`src/boot_params.svh`:
```
// Constants of the boot image loader: timing, image format, memory sizes.
// Included by every design file; definitions only.
`ifndef BOOT_PARAMS_SVH
`define BOOT_PARAMS_SVH

// Internal reset delay, least figure, in microseconds
`define RST_DLY_US 15
`define CLK_MHZ 10
`define RST_DLY_CYC (`RST_DLY_US * `CLK_MHZ)
`define RST_CNT_W 8

// Security register row in OTP and its boot-source bit
`define SEC_ROW 11'h7ff
`define SEC_BOOT_BIT 5
`define OTP_AW 11
`define OTP_START 11'h000

// Image format
`define CRC_POLY 32'hedb88320
`define CRC_INIT 32'hffffffff
`define CRC_SKIP 32'h0d15ab1e
`define BYTE_LAST 2'h3

// SRAM: 128 KB as 32-bit words
`define RAM_AW 15
`define RAM_WORDS 32'h00008000
`define START_ADDR 15'h0000

// Quad-SPI flash read
`define FLASH_RD_CMD 8'h6b
`define SEND_BITS 5'h1f
`define DUMMY_CLKS 5'h07
`define SPI_DIV_LAST 2'h1
`define QSPI_OE_SERIAL 4'h1
`define QSPI_OE_NONE 4'h0

`endif

```
`src/boot_pkg.sv`:
```
// Types shared by the boot image loader and its leaves.
// Assumes boot_params.svh for the widths it names.
`include "boot_params.svh"

package boot_pkg;

    typedef enum logic [3:0] {
        ST_RESET, ST_SEC, ST_PICK, ST_SIZE, ST_BODY, ST_TRAIL, ST_CHECK, ST_RUN, ST_ERR
    } boot_state_t;

    typedef enum logic [2:0] {
        QS_IDLE, QS_SEND, QS_DUMMY, QS_DATA
    } qspi_state_t;

    typedef struct packed {
        logic cs_n;
        logic sclk;
        logic [3:0] d;
        logic [3:0] d_oe;
    } qspi_pins_t;

    typedef struct packed {
        logic we;
        logic [`RAM_AW-1:0] addr;
        logic [31:0] data;
    } ram_wr_t;

endpackage

```
`src/boot_image_loader.sv`:
```
// Boot sequencer: internal reset, boot-source pick, image load, CRC check.
// Assumes an OTP read port with a valid strobe and an SRAM word write port.
//
// Operation
// (RL1) In reset the device stays reset with pull-downs on all pins.
// (RL2) After release, run internal reset delay 15-150 us, then boot.
// (RL3) Security bit 5 set boots from OTP, else internal flash.
// (RL4) Flash boot reads the quad-SPI flash through tile 0 ports.
// (RL5) Image starts with word count s; s times four bytes follow.
// (RL6) A 32-bit trailer follows; magic skip value disables CRC check.
// (RL7) Size and trailer are read least significant byte first.
// (RL8) Program loads from lowest RAM address and starts there.
// (RL9) CRC covers size bytes and program bytes, not the trailer.
// (RL10) Reflected IEEE 802.3 CRC-32 polynomial, bytes LSB first.
// (RL11) CRC preset to all ones; final residue inverted before compare.
// (RL12) Security register loads from OTP before the source is chosen.
// (RL13) Secure boot starts reading from OTP address zero, bypassing ROM.
// (RL14) OTP contents copy into SRAM and run before anything else.
// (RL15) CRC mismatch keeps the program stopped and flags boot error.
`timescale 1ns/10ps
`include "boot_params.svh"

module boot_image_loader (
    input wire logic mclk_i,
    input wire logic rstn_i,
    output logic pulldown_en_o,
    output logic otp_rd_o,
    output logic [`OTP_AW-1:0] otp_addr_o,
    input wire logic [31:0] otp_rdata_i,
    input wire logic otp_valid_i,
    input wire logic [3:0] qspi_d_i,
    output boot_pkg::qspi_pins_t qspi_o,
    output boot_pkg::ram_wr_t ram_o,
    output logic run_o,
    output logic [`RAM_AW-1:0] start_addr_o,
    output logic boot_err_o,
    output logic boot_otp_o
);
    import boot_pkg::*;

    ////////////////////////////////////////////////////////////////////////
    boot_state_t st_ff, nxt_st;
    logic [`RST_CNT_W-1:0] dly_ff, nxt_dly;
    logic [31:0] sec_ff, nxt_sec;
    logic otp_src_ff, nxt_otp_src;
    logic [1:0] idx_ff, nxt_idx;
    logic [31:0] asm_ff, nxt_asm;
    logic [31:0] left_ff, nxt_left;
    logic [`RAM_AW-1:0] waddr_ff, nxt_waddr;
    ram_wr_t ram_ff, nxt_ram;
    logic pd_ff, nxt_pd;
    logic run_ff, nxt_run;
    logic err_ff, nxt_err;
    logic flash_run_ff, nxt_flash_run;
    logic [`RAM_AW-1:0] start_ff, nxt_start;

    logic [`OTP_AW-1:0] oaddr_ff, nxt_oaddr;
    logic ord_ff, nxt_ord;
    logic owait_ff, nxt_owait;
    logic [31:0] obuf_ff, nxt_obuf;
    logic [2:0] ocnt_ff, nxt_ocnt;

    logic streaming, in_sec;
    logic [7:0] fl_byte, in_byte;
    logic fl_vld, in_vld;
    logic [31:0] word;
    logic crc_init, crc_en;
    logic [31:0] crc_res;
    qspi_pins_t qspi_pins;

    assign streaming = (st_ff == ST_SIZE) || (st_ff == ST_BODY) || (st_ff == ST_TRAIL);
    assign in_sec = (st_ff == ST_SEC);
    assign in_byte = otp_src_ff ? obuf_ff[7:0] : fl_byte;
    assign in_vld = streaming && (otp_src_ff ? (ocnt_ff != 3'h0) : fl_vld);
    // (RL7) Bytes fill from the top, so the first lands lowest
    assign word = {in_byte, asm_ff[31:8]};

    ////////////////////////////////////////////////////////////////////////
    // (RL4) Flash stream on tile 0 ports
    qspi_reader u_qspi (
        .mclk_i(mclk_i),
        .rstn_i(rstn_i),
        .run_i(flash_run_ff),
        .qspi_d_i(qspi_d_i),
        .pins_o(qspi_pins),
        .byte_o(fl_byte),
        .byte_vld_o(fl_vld)
    );

    // (RL9) Size and body bytes only
    assign crc_en = in_vld && (st_ff != ST_TRAIL);
    assign crc_init = (st_ff == ST_PICK);

    crc32_byte u_crc (
        .mclk_i(mclk_i),
        .rstn_i(rstn_i),
        .init_i(crc_init),
        .en_i(crc_en),
        .byte_i(in_byte),
        .crc_o(crc_res)
    );

    ////////////////////////////////////////////////////////////////////////
    // OTP fetch: security row first, then image words from row zero
    always_comb begin
        nxt_oaddr = oaddr_ff;
        nxt_ord = 1'b0;
        nxt_owait = owait_ff;
        nxt_obuf = obuf_ff;
        nxt_ocnt = ocnt_ff;
        if (otp_valid_i && owait_ff) begin
            nxt_owait = 1'b0;
            nxt_obuf = otp_rdata_i;
            nxt_ocnt = in_sec ? 3'h0 : 3'h4;
            // Row advances once its word is in hand, so row zero is read first
            if (!in_sec) begin
                nxt_oaddr = oaddr_ff + `OTP_AW'(1);
            end
        end else if (in_sec && !owait_ff) begin
            // (RL12) Security row fetch
            nxt_ord = 1'b1;
            nxt_owait = 1'b1;
            nxt_oaddr = `SEC_ROW;
        end else if (st_ff == ST_PICK) begin
            // (RL13) Image read starts at OTP row zero
            nxt_oaddr = `OTP_START;
            nxt_ocnt = 3'h0;
        end else if (in_vld && otp_src_ff) begin
            nxt_obuf = obuf_ff >> 8;
            nxt_ocnt = ocnt_ff - 3'h1;
        end else if (streaming && otp_src_ff && ocnt_ff == 3'h0 && !owait_ff) begin
            // (RL14) Copy OTP words into the load stream
            nxt_ord = 1'b1;
            nxt_owait = 1'b1;
            // Address already points at the next row
        end
    end

    always_ff @(posedge mclk_i or negedge rstn_i) begin
        if (!rstn_i) begin
            oaddr_ff <= `OTP_START;
            ord_ff <= 1'b0;
            owait_ff <= 1'b0;
            obuf_ff <= 32'h00000000;
            ocnt_ff <= 3'h0;
        end else begin
            oaddr_ff <= nxt_oaddr;
            ord_ff <= nxt_ord;
            owait_ff <= nxt_owait;
            obuf_ff <= nxt_obuf;
            ocnt_ff <= nxt_ocnt;
        end
    end

    ////////////////////////////////////////////////////////////////////////
    // Boot sequence
    always_comb begin
        nxt_st = st_ff;
        nxt_dly = dly_ff;
        nxt_sec = sec_ff;
        nxt_otp_src = otp_src_ff;
        nxt_idx = idx_ff;
        nxt_asm = asm_ff;
        nxt_left = left_ff;
        nxt_waddr = waddr_ff;
        nxt_ram = ram_ff;
        nxt_ram.we = 1'b0;
        nxt_pd = pd_ff;
        nxt_run = run_ff;
        nxt_err = err_ff;
        nxt_flash_run = flash_run_ff;
        nxt_start = start_ff;
        if (in_vld) begin
            nxt_asm = word;
            nxt_idx = idx_ff + 2'h1;
        end
        case (st_ff)
            ST_RESET: begin
                // (RL2) Internal reset delay, then boot
                if (dly_ff == `RST_CNT_W'(`RST_DLY_CYC - 1)) begin
                    nxt_st = ST_SEC;
                    nxt_pd = 1'b0;
                end else begin
                    nxt_dly = dly_ff + `RST_CNT_W'(1);
                end
            end
            ST_SEC: begin
                if (otp_valid_i && owait_ff) begin
                    nxt_sec = otp_rdata_i;
                    nxt_st = ST_PICK;
                end
            end
            ST_PICK: begin
                // (RL3) Source from security bit
                nxt_otp_src = sec_ff[`SEC_BOOT_BIT];
                nxt_flash_run = ~sec_ff[`SEC_BOOT_BIT];
                nxt_idx = 2'h0;
                nxt_st = ST_SIZE;
            end
            ST_SIZE: begin
                // (RL5) Word count, then body or trailer, or error if above RAM_WORDS
                if (in_vld && idx_ff == `BYTE_LAST) begin
                    nxt_left = word;
                    nxt_waddr = `START_ADDR;
                    if (word == 32'h00000000) begin
                        nxt_st = ST_TRAIL;
                    end else if (word > `RAM_WORDS) begin
                        nxt_st = ST_ERR;
                    end else begin
                        nxt_st = ST_BODY;
                    end
                end
            end
            ST_BODY: begin
                // (RL8) Words from the lowest RAM address up
                if (in_vld && idx_ff == `BYTE_LAST) begin
                    nxt_ram.we = 1'b1;
                    nxt_ram.addr = waddr_ff;
                    nxt_ram.data = word;
                    nxt_waddr = waddr_ff + `RAM_AW'(1);
                    nxt_left = left_ff - 32'h00000001;
                    if (left_ff == 32'h00000001) begin
                        nxt_st = ST_TRAIL;
                    end
                end
            end
            ST_TRAIL: begin
                if (in_vld && idx_ff == `BYTE_LAST) begin
                    nxt_st = ST_CHECK;
                    nxt_flash_run = 1'b0;
                end
            end
            ST_CHECK: begin
                // (RL6) Skip value bypasses the check
                // (RL11) Inverted residue against trailer
                if (asm_ff == `CRC_SKIP || asm_ff == ~crc_res) begin
                    nxt_st = ST_RUN;
                    nxt_run = 1'b1;
                    // (RL8) Start where the load began
                    nxt_start = `START_ADDR;
                end else begin
                    // (RL15) Mismatch stops the boot
                    nxt_st = ST_ERR;
                end
            end
            ST_RUN: begin
                // Sticky until reset; flash stays deselected
                nxt_flash_run = 1'b0;
            end
            ST_ERR: begin
                nxt_err = 1'b1;
                nxt_flash_run = 1'b0;
            end
            default: begin
            end
        endcase
    end

    always_ff @(posedge mclk_i or negedge rstn_i) begin
        if (!rstn_i) begin
            st_ff <= ST_RESET;
            dly_ff <= '0;
            sec_ff <= 32'h00000000;
            otp_src_ff <= 1'b0;
            idx_ff <= 2'h0;
            asm_ff <= 32'h00000000;
            left_ff <= 32'h00000000;
            waddr_ff <= `START_ADDR;
            ram_ff <= '{we: 1'b0, addr: `START_ADDR, data: 32'h00000000};
            // (RL1) Pull-downs on while in reset
            pd_ff <= 1'b1;
            run_ff <= 1'b0;
            err_ff <= 1'b0;
            flash_run_ff <= 1'b0;
            start_ff <= `START_ADDR;
        end else begin
            st_ff <= nxt_st;
            dly_ff <= nxt_dly;
            sec_ff <= nxt_sec;
            otp_src_ff <= nxt_otp_src;
            idx_ff <= nxt_idx;
            asm_ff <= nxt_asm;
            left_ff <= nxt_left;
            waddr_ff <= nxt_waddr;
            ram_ff <= nxt_ram;
            pd_ff <= nxt_pd;
            run_ff <= nxt_run;
            err_ff <= nxt_err;
            flash_run_ff <= nxt_flash_run;
            start_ff <= nxt_start;
        end
    end

    ////////////////////////////////////////////////////////////////////////
    assign pulldown_en_o = pd_ff;
    assign otp_rd_o = ord_ff;
    assign otp_addr_o = oaddr_ff;
    assign qspi_o = qspi_pins;
    assign ram_o = ram_ff;
    assign run_o = run_ff;
    // (RL8) Execution starts at the load address
    assign start_addr_o = start_ff;
    assign boot_err_o = err_ff;
    assign boot_otp_o = otp_src_ff;

endmodule

```
`src/crc32_byte.sv`:
```
// Reflected CRC-32, one byte per enabled cycle, LSB first.
// Assumes init and en are never high together.
`timescale 1ns/10ps
`include "boot_params.svh"

module crc32_byte (
    input wire logic mclk_i,
    input wire logic rstn_i,
    input wire logic init_i,
    input wire logic en_i,
    input wire logic [7:0] byte_i,
    output logic [31:0] crc_o
);
    import boot_pkg::*;

    logic [31:0] crc_ff;
    logic [31:0] nxt_crc;
    logic [31:0] stage [0:8];

    assign stage[0] = crc_ff;

    // (RL10) One reflected step per bit
    genvar i;
    generate
        for (i = 0; i < 8; i = i + 1) begin : g_bit
            assign stage[i+1] = (stage[i] >> 1) ^
                (`CRC_POLY & {32{stage[i][0] ^ byte_i[i]}});
        end
    endgenerate

    always_comb begin
        nxt_crc = crc_ff;
        // (RL11) Preset to all ones
        if (init_i) begin
            nxt_crc = `CRC_INIT;
        end else if (en_i) begin
            nxt_crc = stage[8];
        end
    end

    always_ff @(posedge mclk_i or negedge rstn_i) begin
        if (!rstn_i) begin
            crc_ff <= `CRC_INIT;
        end else begin
            crc_ff <= nxt_crc;
        end
    end

    assign crc_o = crc_ff;

endmodule

```
`src/qspi_reader.sv`:
```
// Quad-SPI flash reader: quad-output read from address zero, byte stream out.
// Assumes the flash takes the command and address on d[0], most significant bit first.
`timescale 1ns/10ps
`include "boot_params.svh"

module qspi_reader (
    input wire logic mclk_i,
    input wire logic rstn_i,
    input wire logic run_i,
    input wire logic [3:0] qspi_d_i,
    output boot_pkg::qspi_pins_t pins_o,
    output logic [7:0] byte_o,
    output logic byte_vld_o
);
    import boot_pkg::*;

    qspi_state_t st_ff, nxt_st;
    logic [1:0] div_ff, nxt_div;
    logic [31:0] sh_ff, nxt_sh;
    logic [4:0] cnt_ff, nxt_cnt;
    logic hi_ff, nxt_hi;
    qspi_pins_t pins_ff, nxt_pins;
    logic [7:0] byte_ff, nxt_byte;
    logic vld_ff, nxt_vld;
    logic tick;

    // Slow clock as an enable; sclk is half the tick rate
    assign tick = (div_ff == `SPI_DIV_LAST);

    always_comb begin
        nxt_st = st_ff;
        nxt_div = tick ? 2'h0 : div_ff + 2'h1;
        nxt_sh = sh_ff;
        nxt_cnt = cnt_ff;
        nxt_hi = hi_ff;
        nxt_pins = pins_ff;
        nxt_byte = byte_ff;
        nxt_vld = 1'b0;
        if (!run_i) begin
            // Stop ends the frame at once, whatever the phase
            nxt_st = QS_IDLE;
            nxt_pins.cs_n = 1'b1;
            nxt_pins.sclk = 1'b0;
            nxt_pins.d_oe = `QSPI_OE_NONE;
        end else if (st_ff == QS_IDLE) begin
            // (RL4) Command and address zero on the tile 0 pins
            nxt_st = QS_SEND;
            nxt_sh = {`FLASH_RD_CMD, 24'h000000};
            nxt_cnt = `SEND_BITS;
            nxt_hi = 1'b0;
            nxt_pins.cs_n = 1'b0;
            nxt_pins.d = {3'h0, nxt_sh[31]};
            nxt_pins.d_oe = `QSPI_OE_SERIAL;
        end else if (tick) begin
            nxt_pins.sclk = ~pins_ff.sclk;
            if (!pins_ff.sclk) begin
                // Rising edge: sample data nibbles
                if (st_ff == QS_DATA) begin
                    nxt_hi = ~hi_ff;
                    nxt_byte = {byte_ff[3:0], qspi_d_i};
                    nxt_vld = hi_ff;
                end
            end else begin
                // Falling edge: shift out, count phases
                case (st_ff)
                    QS_SEND: begin
                        nxt_sh = sh_ff << 1;
                        nxt_pins.d = {3'h0, sh_ff[30]};
                        if (cnt_ff == 5'h00) begin
                            nxt_st = QS_DUMMY;
                            nxt_cnt = `DUMMY_CLKS;
                            nxt_pins.d_oe = `QSPI_OE_NONE;
                        end else begin
                            nxt_cnt = cnt_ff - 5'h01;
                        end
                    end
                    QS_DUMMY: begin
                        if (cnt_ff == 5'h00) begin
                            nxt_st = QS_DATA;
                        end else begin
                            nxt_cnt = cnt_ff - 5'h01;
                        end
                    end
                    default: begin
                    end
                endcase
            end
        end
    end

    always_ff @(posedge mclk_i or negedge rstn_i) begin
        if (!rstn_i) begin
            st_ff <= QS_IDLE;
            div_ff <= 2'h0;
            sh_ff <= 32'h00000000;
            cnt_ff <= 5'h00;
            hi_ff <= 1'b0;
            pins_ff <= '{cs_n: 1'b1, sclk: 1'b0, d: 4'h0, d_oe: 4'h0};
            byte_ff <= 8'h00;
            vld_ff <= 1'b0;
        end else begin
            st_ff <= nxt_st;
            div_ff <= nxt_div;
            sh_ff <= nxt_sh;
            cnt_ff <= nxt_cnt;
            hi_ff <= nxt_hi;
            pins_ff <= nxt_pins;
            byte_ff <= nxt_byte;
            vld_ff <= nxt_vld;
        end
    end

    assign pins_o = pins_ff;
    assign byte_o = byte_ff;
    assign byte_vld_o = vld_ff;

endmodule
```
`config.mk`:
```
export PLATFORM = sky130hd
export DESIGN_NAME = boot_image_loader
export DESIGN_NICKNAME = d
export VERILOG_FILES = /design/src/boot_pkg.sv /design/src/boot_image_loader.sv /design/src/crc32_byte.sv /design/src/qspi_reader.sv
export VERILOG_INCLUDE_DIRS = /design/src /design/src/src
export SDC_FILE = /design/constraint.sdc
export NUM_CORES = 1
export LEC_CHECK = 0
export BUFFER_PORTS_ARGS = -buffer_cell sky130_fd_sc_hd__buf_2
export CAP_MARGIN = 20
export CORE_UTILIZATION = 50
export CTS_CLUSTER_DIAMETER = 120
export DETAILED_ROUTE_END_ITERATION = 10
export GPL_TIMING_DRIVEN = 0
export PLACE_DENSITY_LB_ADDON = 0.25
export SLEW_MARGIN = 20
export SYNTH_ARGS = -nofsm -noshare
export SYNTH_HDL_FRONTEND = slang
export SYNTH_SLANG_ARGS = --single-unit
```
`constraint.sdc`:
```
create_clock -name mclk_i -period 4.04 [get_ports mclk_i]
set_input_delay 0.808 -clock mclk_i [delete_from_list [all_inputs] [get_ports mclk_i]]
set_output_delay 0.808 -clock mclk_i [all_outputs]
set_load 0.01 [all_outputs]
```
==> run_results.csv, run 1 <==
group,metric,value,unit
status,status,"finished clean",
clock_network,ctsResizeCount,0,
synth,netlist_instances,1400,
clock_network,worstSkewPairLatency,0.54,ns
synth,ys_seq_elements,257,
min_path,hp-class,"input port to async pin",
finish,n_fill_cell,2285,
synth,yosysTopAreaCell,"dfrtp_1",
critical_path,r2r_cells,9,
critical_path,crit_path_end_kind,"flip-flop",
sta,hold_viol_final,0,
clock_network,cts_setup_buffers,0,
floorplanning,die_area,27100,sq um
global_route,grt_max_degree,72,
sta,fin_crit_sh,0.842,
sta,slew_violations,0,
synth,synthArstFlopShare,1.00,
route,dr.pass1.iters,7,
finish,fin_area,15300,sq um
floorplanning,core,26100,sq um
critical_path,cp-start-kind,"flip-flop",
clock_network,numCtsBuffers,28,
placement,hpwlAfterDp,24300,microns
global_route,gr-total-overflow,0,
sta,fmax,0.294,GHz
synth,synthDominantCellAreaShare,0.421,
floorplanning,io_pins,128,
placement,port_buffers,106,
sta,fin_ws,0.639,ns
power,p_leak,7.14,nW
placement,place_congestion,0.940,
clock_network,hold_buffers,0,
critical_path,cp.required,4.51,ns
placement,preCtsSetupSlack,0.621,ns
sta,skew,0.0102,ns
finish,stdcell_count,1917,
route,num_vias,11000,
route,drtIter0Drc,1051,
synth,synth_flop_cell,"dfrtp_1",
clock_network,clockRootBuffer,"clkbuf_16",
synth,synth_area_per_cell,9.46,sq um
clock_network,cts_tree,"built",
power,power_density,370,nW/um^2
sta,tightest_slew,1.03,ns
placement,dp_cells,1864,
synth,syn_area,13200,sq um
synth,ys.warnings.count,0,
synth,synth_edf_count,0,
global_route,grt_pass1_vias,10400,
synth,ys_seq_area_frac,0.489,
sta,slew_headroom,0.308,
critical_path,critPathArrivalTime,3.88,ns
clock_network,path_clk_slew,0.06,ns
flow_run,drv_cap,0,
critical_path,critPathKind,"flip-flop to flip-flop",
placement,placed_area,14400,sq um
route,antenna_left,0,
global_route,antenna_found_initial,2,
floorplanning,die_h,165,microns
finish,syn_to_final_growth,15.9,%
synth,synth.area.top_cells,"dfrtp_1 (42%), nand2_1 (7.3%), dfstp_2 (6.7%), xnor2_1 (5.7%), o21ai_0 (3.4%)",
floorplanning,die-width,165,microns
route,wirelength,34500,microns
global_route,grt_usage,0.259,
floorplanning,rows,59,
sta,rsz0062_at_grt,"false",
route,drc,0,
sta,setup_viol,0,
clock_network,cts_buffer_depth,3,
power,worst_ir_drop_vdd,0.351,mV
synth,synthDistinctLibCells,72,
sta,period_needed,3.40,ns
clock_network,htree_levels,1,
critical_path,critPathMaxFanout,10,
floorplanning,start_util,0.508,
finish,post-route-util,0.589,
global_route,grt_pass1_wl,55600,microns
finish,nets,1613,
route,wl_per_cell,18.0,microns
route,via_per_inst,5.76,
finish,drive_above_1_share,0.174,
clock_network,numClockSinks,257,
path summary, 6_finish.rpt:
check / startpoint / to / slack (ns)
worst max-delay path: st_ff[3] / ram_o[14] / 0.64
worst min-delay path: rstn_i / ram_o[15] / 0.19
worst max register to register: st_ff[3] / ram_o[14] / 0.64
worst min register to register: ram_o[37] / ram_o[37] / 0.46
max in group asynchronous: rstn_i / u_crc.crc_o[1] / 2.42
min in group mclk_i: otp_rdata_i[28] / obuf_ff[28] / 0.46
placed cells by master (no fill, tap or decap), types with 21 or more instances in the layout:
cell type,n
nand2_1,259
dfrtp_1,223
nor2_1,115
buf_2,110
o21ai_0,91
xnor2_1,86
a21oi_1,85
clkbuf_1,73
a31oi_1,36
mux2_2,34
dfstp_2,34
clkbuf_16,29
nor3_1,27
nor4_1,27
inv_1,26
nand3_1,25
buf_4,21
conb_1,21
cell families after synthesis:
kind of cell / Yosys count / synth area share
adder cells (fa/ha/maj): 15 / 0.0142
buffers and inverters: 125 / 0.0424
flip-flops: 257 / 0.489
AND/OR/NAND/NOR: 535 / 0.181
other: 1 / 0.000283
XOR/XNOR: 111 / 0.0888
AO/OA/AOI/OAI: 303 / 0.140
multiplexers: 53 / 0.0445
cell usage after synthesis, drive strengths merged (3+ instances only):
cell / instances
a211oi: 3
a21o: 3
a21oi: 85
a22o: 3
a22oi: 8
a31o: 3
a31oi: 36
a41oi: 3
and2: 6
and3: 11
buf: 29
clkbuf: 69
dfrtp: 223
dfstp: 34
ha: 15
inv: 27
mux2: 34
mux2i: 19
nand2: 259
nand2b: 7
nand3: 25
nand3b: 6
nand4: 17
nand4b: 3
nor2: 115
nor2b: 5
nor3: 28
nor4: 27
nor4b: 3
o21a: 5
o21ai: 94
o22a: 15
o22ai: 10
o2bb2ai: 3
o31ai: 8
o32ai: 4
o41ai: 4
or3: 8
or4: 8
xnor2: 97
xor2: 10
layout make-up:
class,count,area (sq um),share of cell area
inverters,27,101,0.00660
flip-flops and latches,257,6470,0.422
repair buffers,109,623,0.0406
well taps,335,419,0.0273
multi-input cells,1038,6300,0.410
clock buffers,40,837,0.0545
diodes,2,5.00,0.000326
plain buffers,98,460,0.0300
clock inverters,11,134,0.00872
per-layer routing:
| layer | vias up | part of all wire | global-route usage |
|---|---|---|---|
| met5 | - | 0 | 0 |
| met3 | 87 | 0.056 | 0.0347 |
| met1 | 5425 | 0.43 | 0.355 |
| met2 | 347 | 0.47 | 0.418 |
| li1 | 5183 | - | - |
| met4 | 0 | 0.038 | 0.101 |
sequential cells by signal, indices dropped and copies added (netlist names), 3 cells and up:
signal / flops
ram_o: 48
asm_ff: 32
left_ff: 32
obuf_ff: 32
u_crc.crc_o: 32
waddr_ff: 15
otp_addr_o: 11
dly_ff: 8
u_qspi.byte_o: 8
u_qspi.sh_ff: 7
u_qspi.cnt_ff: 5
st_ff: 4
u_qspi.pins_o: 4
ocnt_ff: 3
power breakdown:
group / switching [mW] / internal [mW]
Combinational: 0.148 / 0.110
Clock: 1.05 / 1.62
Sequential: 0.0683 / 2.68
Total: 1.26 / 4.41
critical path, stage by stage, from the launching register on:
cell and delay (ns):
dfrtp_1 0.44, clkbuf_1 0.24, nand2b_1 0.23, nor3_1 0.79, nand3_1 0.67, inv_2 0.27, buf_2 0.27, buf_2 0.25
nand2_1 0.09, nand2_1 0.08
stage by stage:
| stage | hold slack [ns] | total power [mW] | TNS (ns) |
|---|---|---|---|
| 3_3_place_gp | 0.448 | 3.03 | -588.45 |
| 3_5_place_dp | 0.452 | 3.05 | 0 |
| 5_1_grt | 0.227 | 5.86 | 0 |
| 6_report | 0.186 | 5.67 | 0 |
| 4_1_cts | 0.205 | 5.71 | 0 |
| 2_1_floorplan | 0.440 | 2.92 | 0 |
Power figures use the tool's default switching activity.
==> run 2: changes to the inputs <==
==> constraint.sdc (replaced) <==
create_clock -name mclk_i -period 3.3 [get_ports mclk_i]
set_input_delay 0.66 -clock mclk_i [delete_from_list [all_inputs] [get_ports mclk_i]]
set_output_delay 0.66 -clock mclk_i [all_outputs]
set_load 0.01 [all_outputs]
==> run 2 against run 1 <==
- register-to-register slack got worse by 0.40 ns
- critical endpoint is now left_ff[6]
- power increased by 22%
- worst hold slack got worse by 0.15 ns
- largest power group unchanged
- clock skew about the same
- first-iteration DRC count increased by 0.67%
- flip-flop and latch count unchanged
==> run_results.csv, run 2 (synthesized netlist as in run 1, its figures left out) <==
group,metric,value,unit
power,power.total,6.94,mW
critical_path,critPathKind,"flip-flop to flip-flop",
route,wirelength,34500,microns
placement,port_buffers,106,
critical_path,cp-start-kind,"flip-flop",
route,dr.pass1.iters,5,
status,status,"finished clean",
floorplanning,start_util,0.508,
finish,syn_to_final_growth,16.0,%
route,drtIter0Drc,1058,
clock_network,cts_buffer_depth,3,
finish,drive_above_1_share,0.175,
floorplanning,die_area,27100,sq um
power,p_int,5.40,mW
critical_path,crit_path_end_kind,"flip-flop",
critical_path,critPathArrivalTime,3.48,ns
clock_network,cts_tree,"built",
critical_path,path_buf_inv,3,
finish,final_cell_mix,"nand2_1 (259), dfrtp_1 (223), nor2_1 (115)",
global_route,antenna_found_initial,2,
global_route,grt_pass1_wl,55600,microns
min_path,hp-class,"input port to async pin",
power,p_clk_frac,0.470,
critical_path,critical-path-slowest-cell,"nor3_1",
critical_path,cp_common_cell,"ha_1",
route,via_per_inst,5.79,
clock_network,htree_levels,1,
power,comb_power_share,0.045,
sta,rsz0062_at_grt,"false",
sta,tightest_slew,0.965,ns
sta,skew,0.00994,ns
sta,fmax,0.326,GHz
clock_network,worstSkewPairLatency,0.54,ns
finish,nets,1613,
floorplanning,rows,59,
route,antenna_left,0,
critical_path,cp_slowest_stage_delay,0.54,ns
route,drc,0,
clock_network,path_clk_slew,0.06,ns
finish,stdcell_count,1917,
floorplanning,io_pins,128,
critical_path,crit_family,"simple AND/OR/NAND/NOR gates",
sta,slew_headroom,0.338,
sta,fin_crit_sh,0.929,
placement,place_congestion,0.940,
placement,dp_cells,1864,
critical_path,critPathMaxFanout,10,
clock_network,clockRootBuffer,"clkbuf_16",
clock_network,numClockSinks,257,
power,power_density,452,nW/um^2
placement,hpwlAfterDp,24300,microns
global_route,gr-total-overflow,0,
clock_network,hold_buffers,0,
floorplanning,die-width,165,microns
route,wl_per_cell,18.0,microns
critical_path,crit_path_cell_trace,"inv_1 > ha_1 > ha_1 > and2_1 > or3b_1 > nor3_1 > clkbuf_1 > buf_2 > a21oi_1",
floorplanning,core,26100,sq um
critical_path,ff2ff_setup_slack,0.23,ns
flow_run,drv_cap,0,
power,switchingPower,1.54,mW
placement,placed_area,14400,sq um
power,worst_ir_drop_vdd,0.430,mV
finish,largest_register_ffs,48,
clock_network,numCtsBuffers,28,
sta,setup_viol,0,
finish,fin_area,15400,sq um
finish,final_common_cell,"nand2_1",
power,power.share.switching,0.222,
finish,post-route-util,0.589,
global_route,grt_pass1_vias,10400,
floorplanning,die_h,165,microns
global_route,grt_max_degree,72,
power,p_seq_frac,0.484,
sta,hold_viol_final,0,
route,num_vias,11100,
sta,slew_violations,0,
global_route,grt_usage,0.259,
critical_path,cp.required,3.72,ns
sta,period_needed,3.07,ns
power,p_leak,7.14,nW
## run 2: cell counts in the layout (fill, tap and decap cells not counted)
Identical to the previous run, type by type.
## run 2: what timing repair did
| action | in CTS | in global routing |
|---|---|---|
| gates resized for setup | 1 | 1 |
| setup endpoints to repair | 34 | 26 |
| setup buffers | 0 | 0 |
| cloned | 0 | 0 |
## run 2: routing by layer
metal	share of wire	up-vias	global-route usage	wire length (microns)
li1	-	5188	-	-
met1	0.43	5445	0.355	15000
met2	0.47	373	0.416	16300
met3	0.057	86	0.0349	1950
met4	0.038	0	0.101	1300
met5	0	-	0	0
## run 2: stage by stage
step	worst slack (ns)	hold WS [ns]	setup TNS (ns)
final	0.234	0.0362	0
after global routing	0.00346	0.0790	0
after CTS	0.0865	0.0567	0
after detailed placement	-0.119	0.452	-1.92
after global placement	-3.13	0.448	-740.60
after floorplan	0.838	0.364	0
## run 2: worst paths after layout
kind	startpoint	end	cells after the start
setup reg to reg	ocnt_ff[0]	left_ff[6]	9
hold reg to reg	ram_o[37]	ram_o[37]	2
min in group mclk_i	otp_rdata_i[28]	obuf_ff[28]	3
max in group asynchronous	rstn_i	u_crc.crc_o[1]	4
setup / recovery	ocnt_ff[0]	left_ff[6]	9
hold / removal	rstn_i	ram_o[15]	1
## run 2: cell type report
class | count | area, sq um
buffer | 98 | 460
clock buffer | 40 | 837
tap | 335 | 419
inverter | 27 | 101
antenna | 2 | 5.00
clock inverter | 11 | 134
fill | 2283 | 10700
multi-input combinational | 1038 | 6310
timing repair buffer | 109 | 623
sequential | 257 | 6470
## run 2: power by group through the flow
stage | Clock [mW] | Sequential (mW) | Combinational [mW]
2_1_floorplan | 0 | 3.39 | 0.182
3_3_place_gp | 0 | 3.41 | 0.299
3_5_place_dp | 0 | 3.42 | 0.320
4_1_cts | 3.31 | 3.36 | 0.322
5_1_grt | 3.43 | 3.38 | 0.368
6_report | 3.27 | 3.36 | 0.315
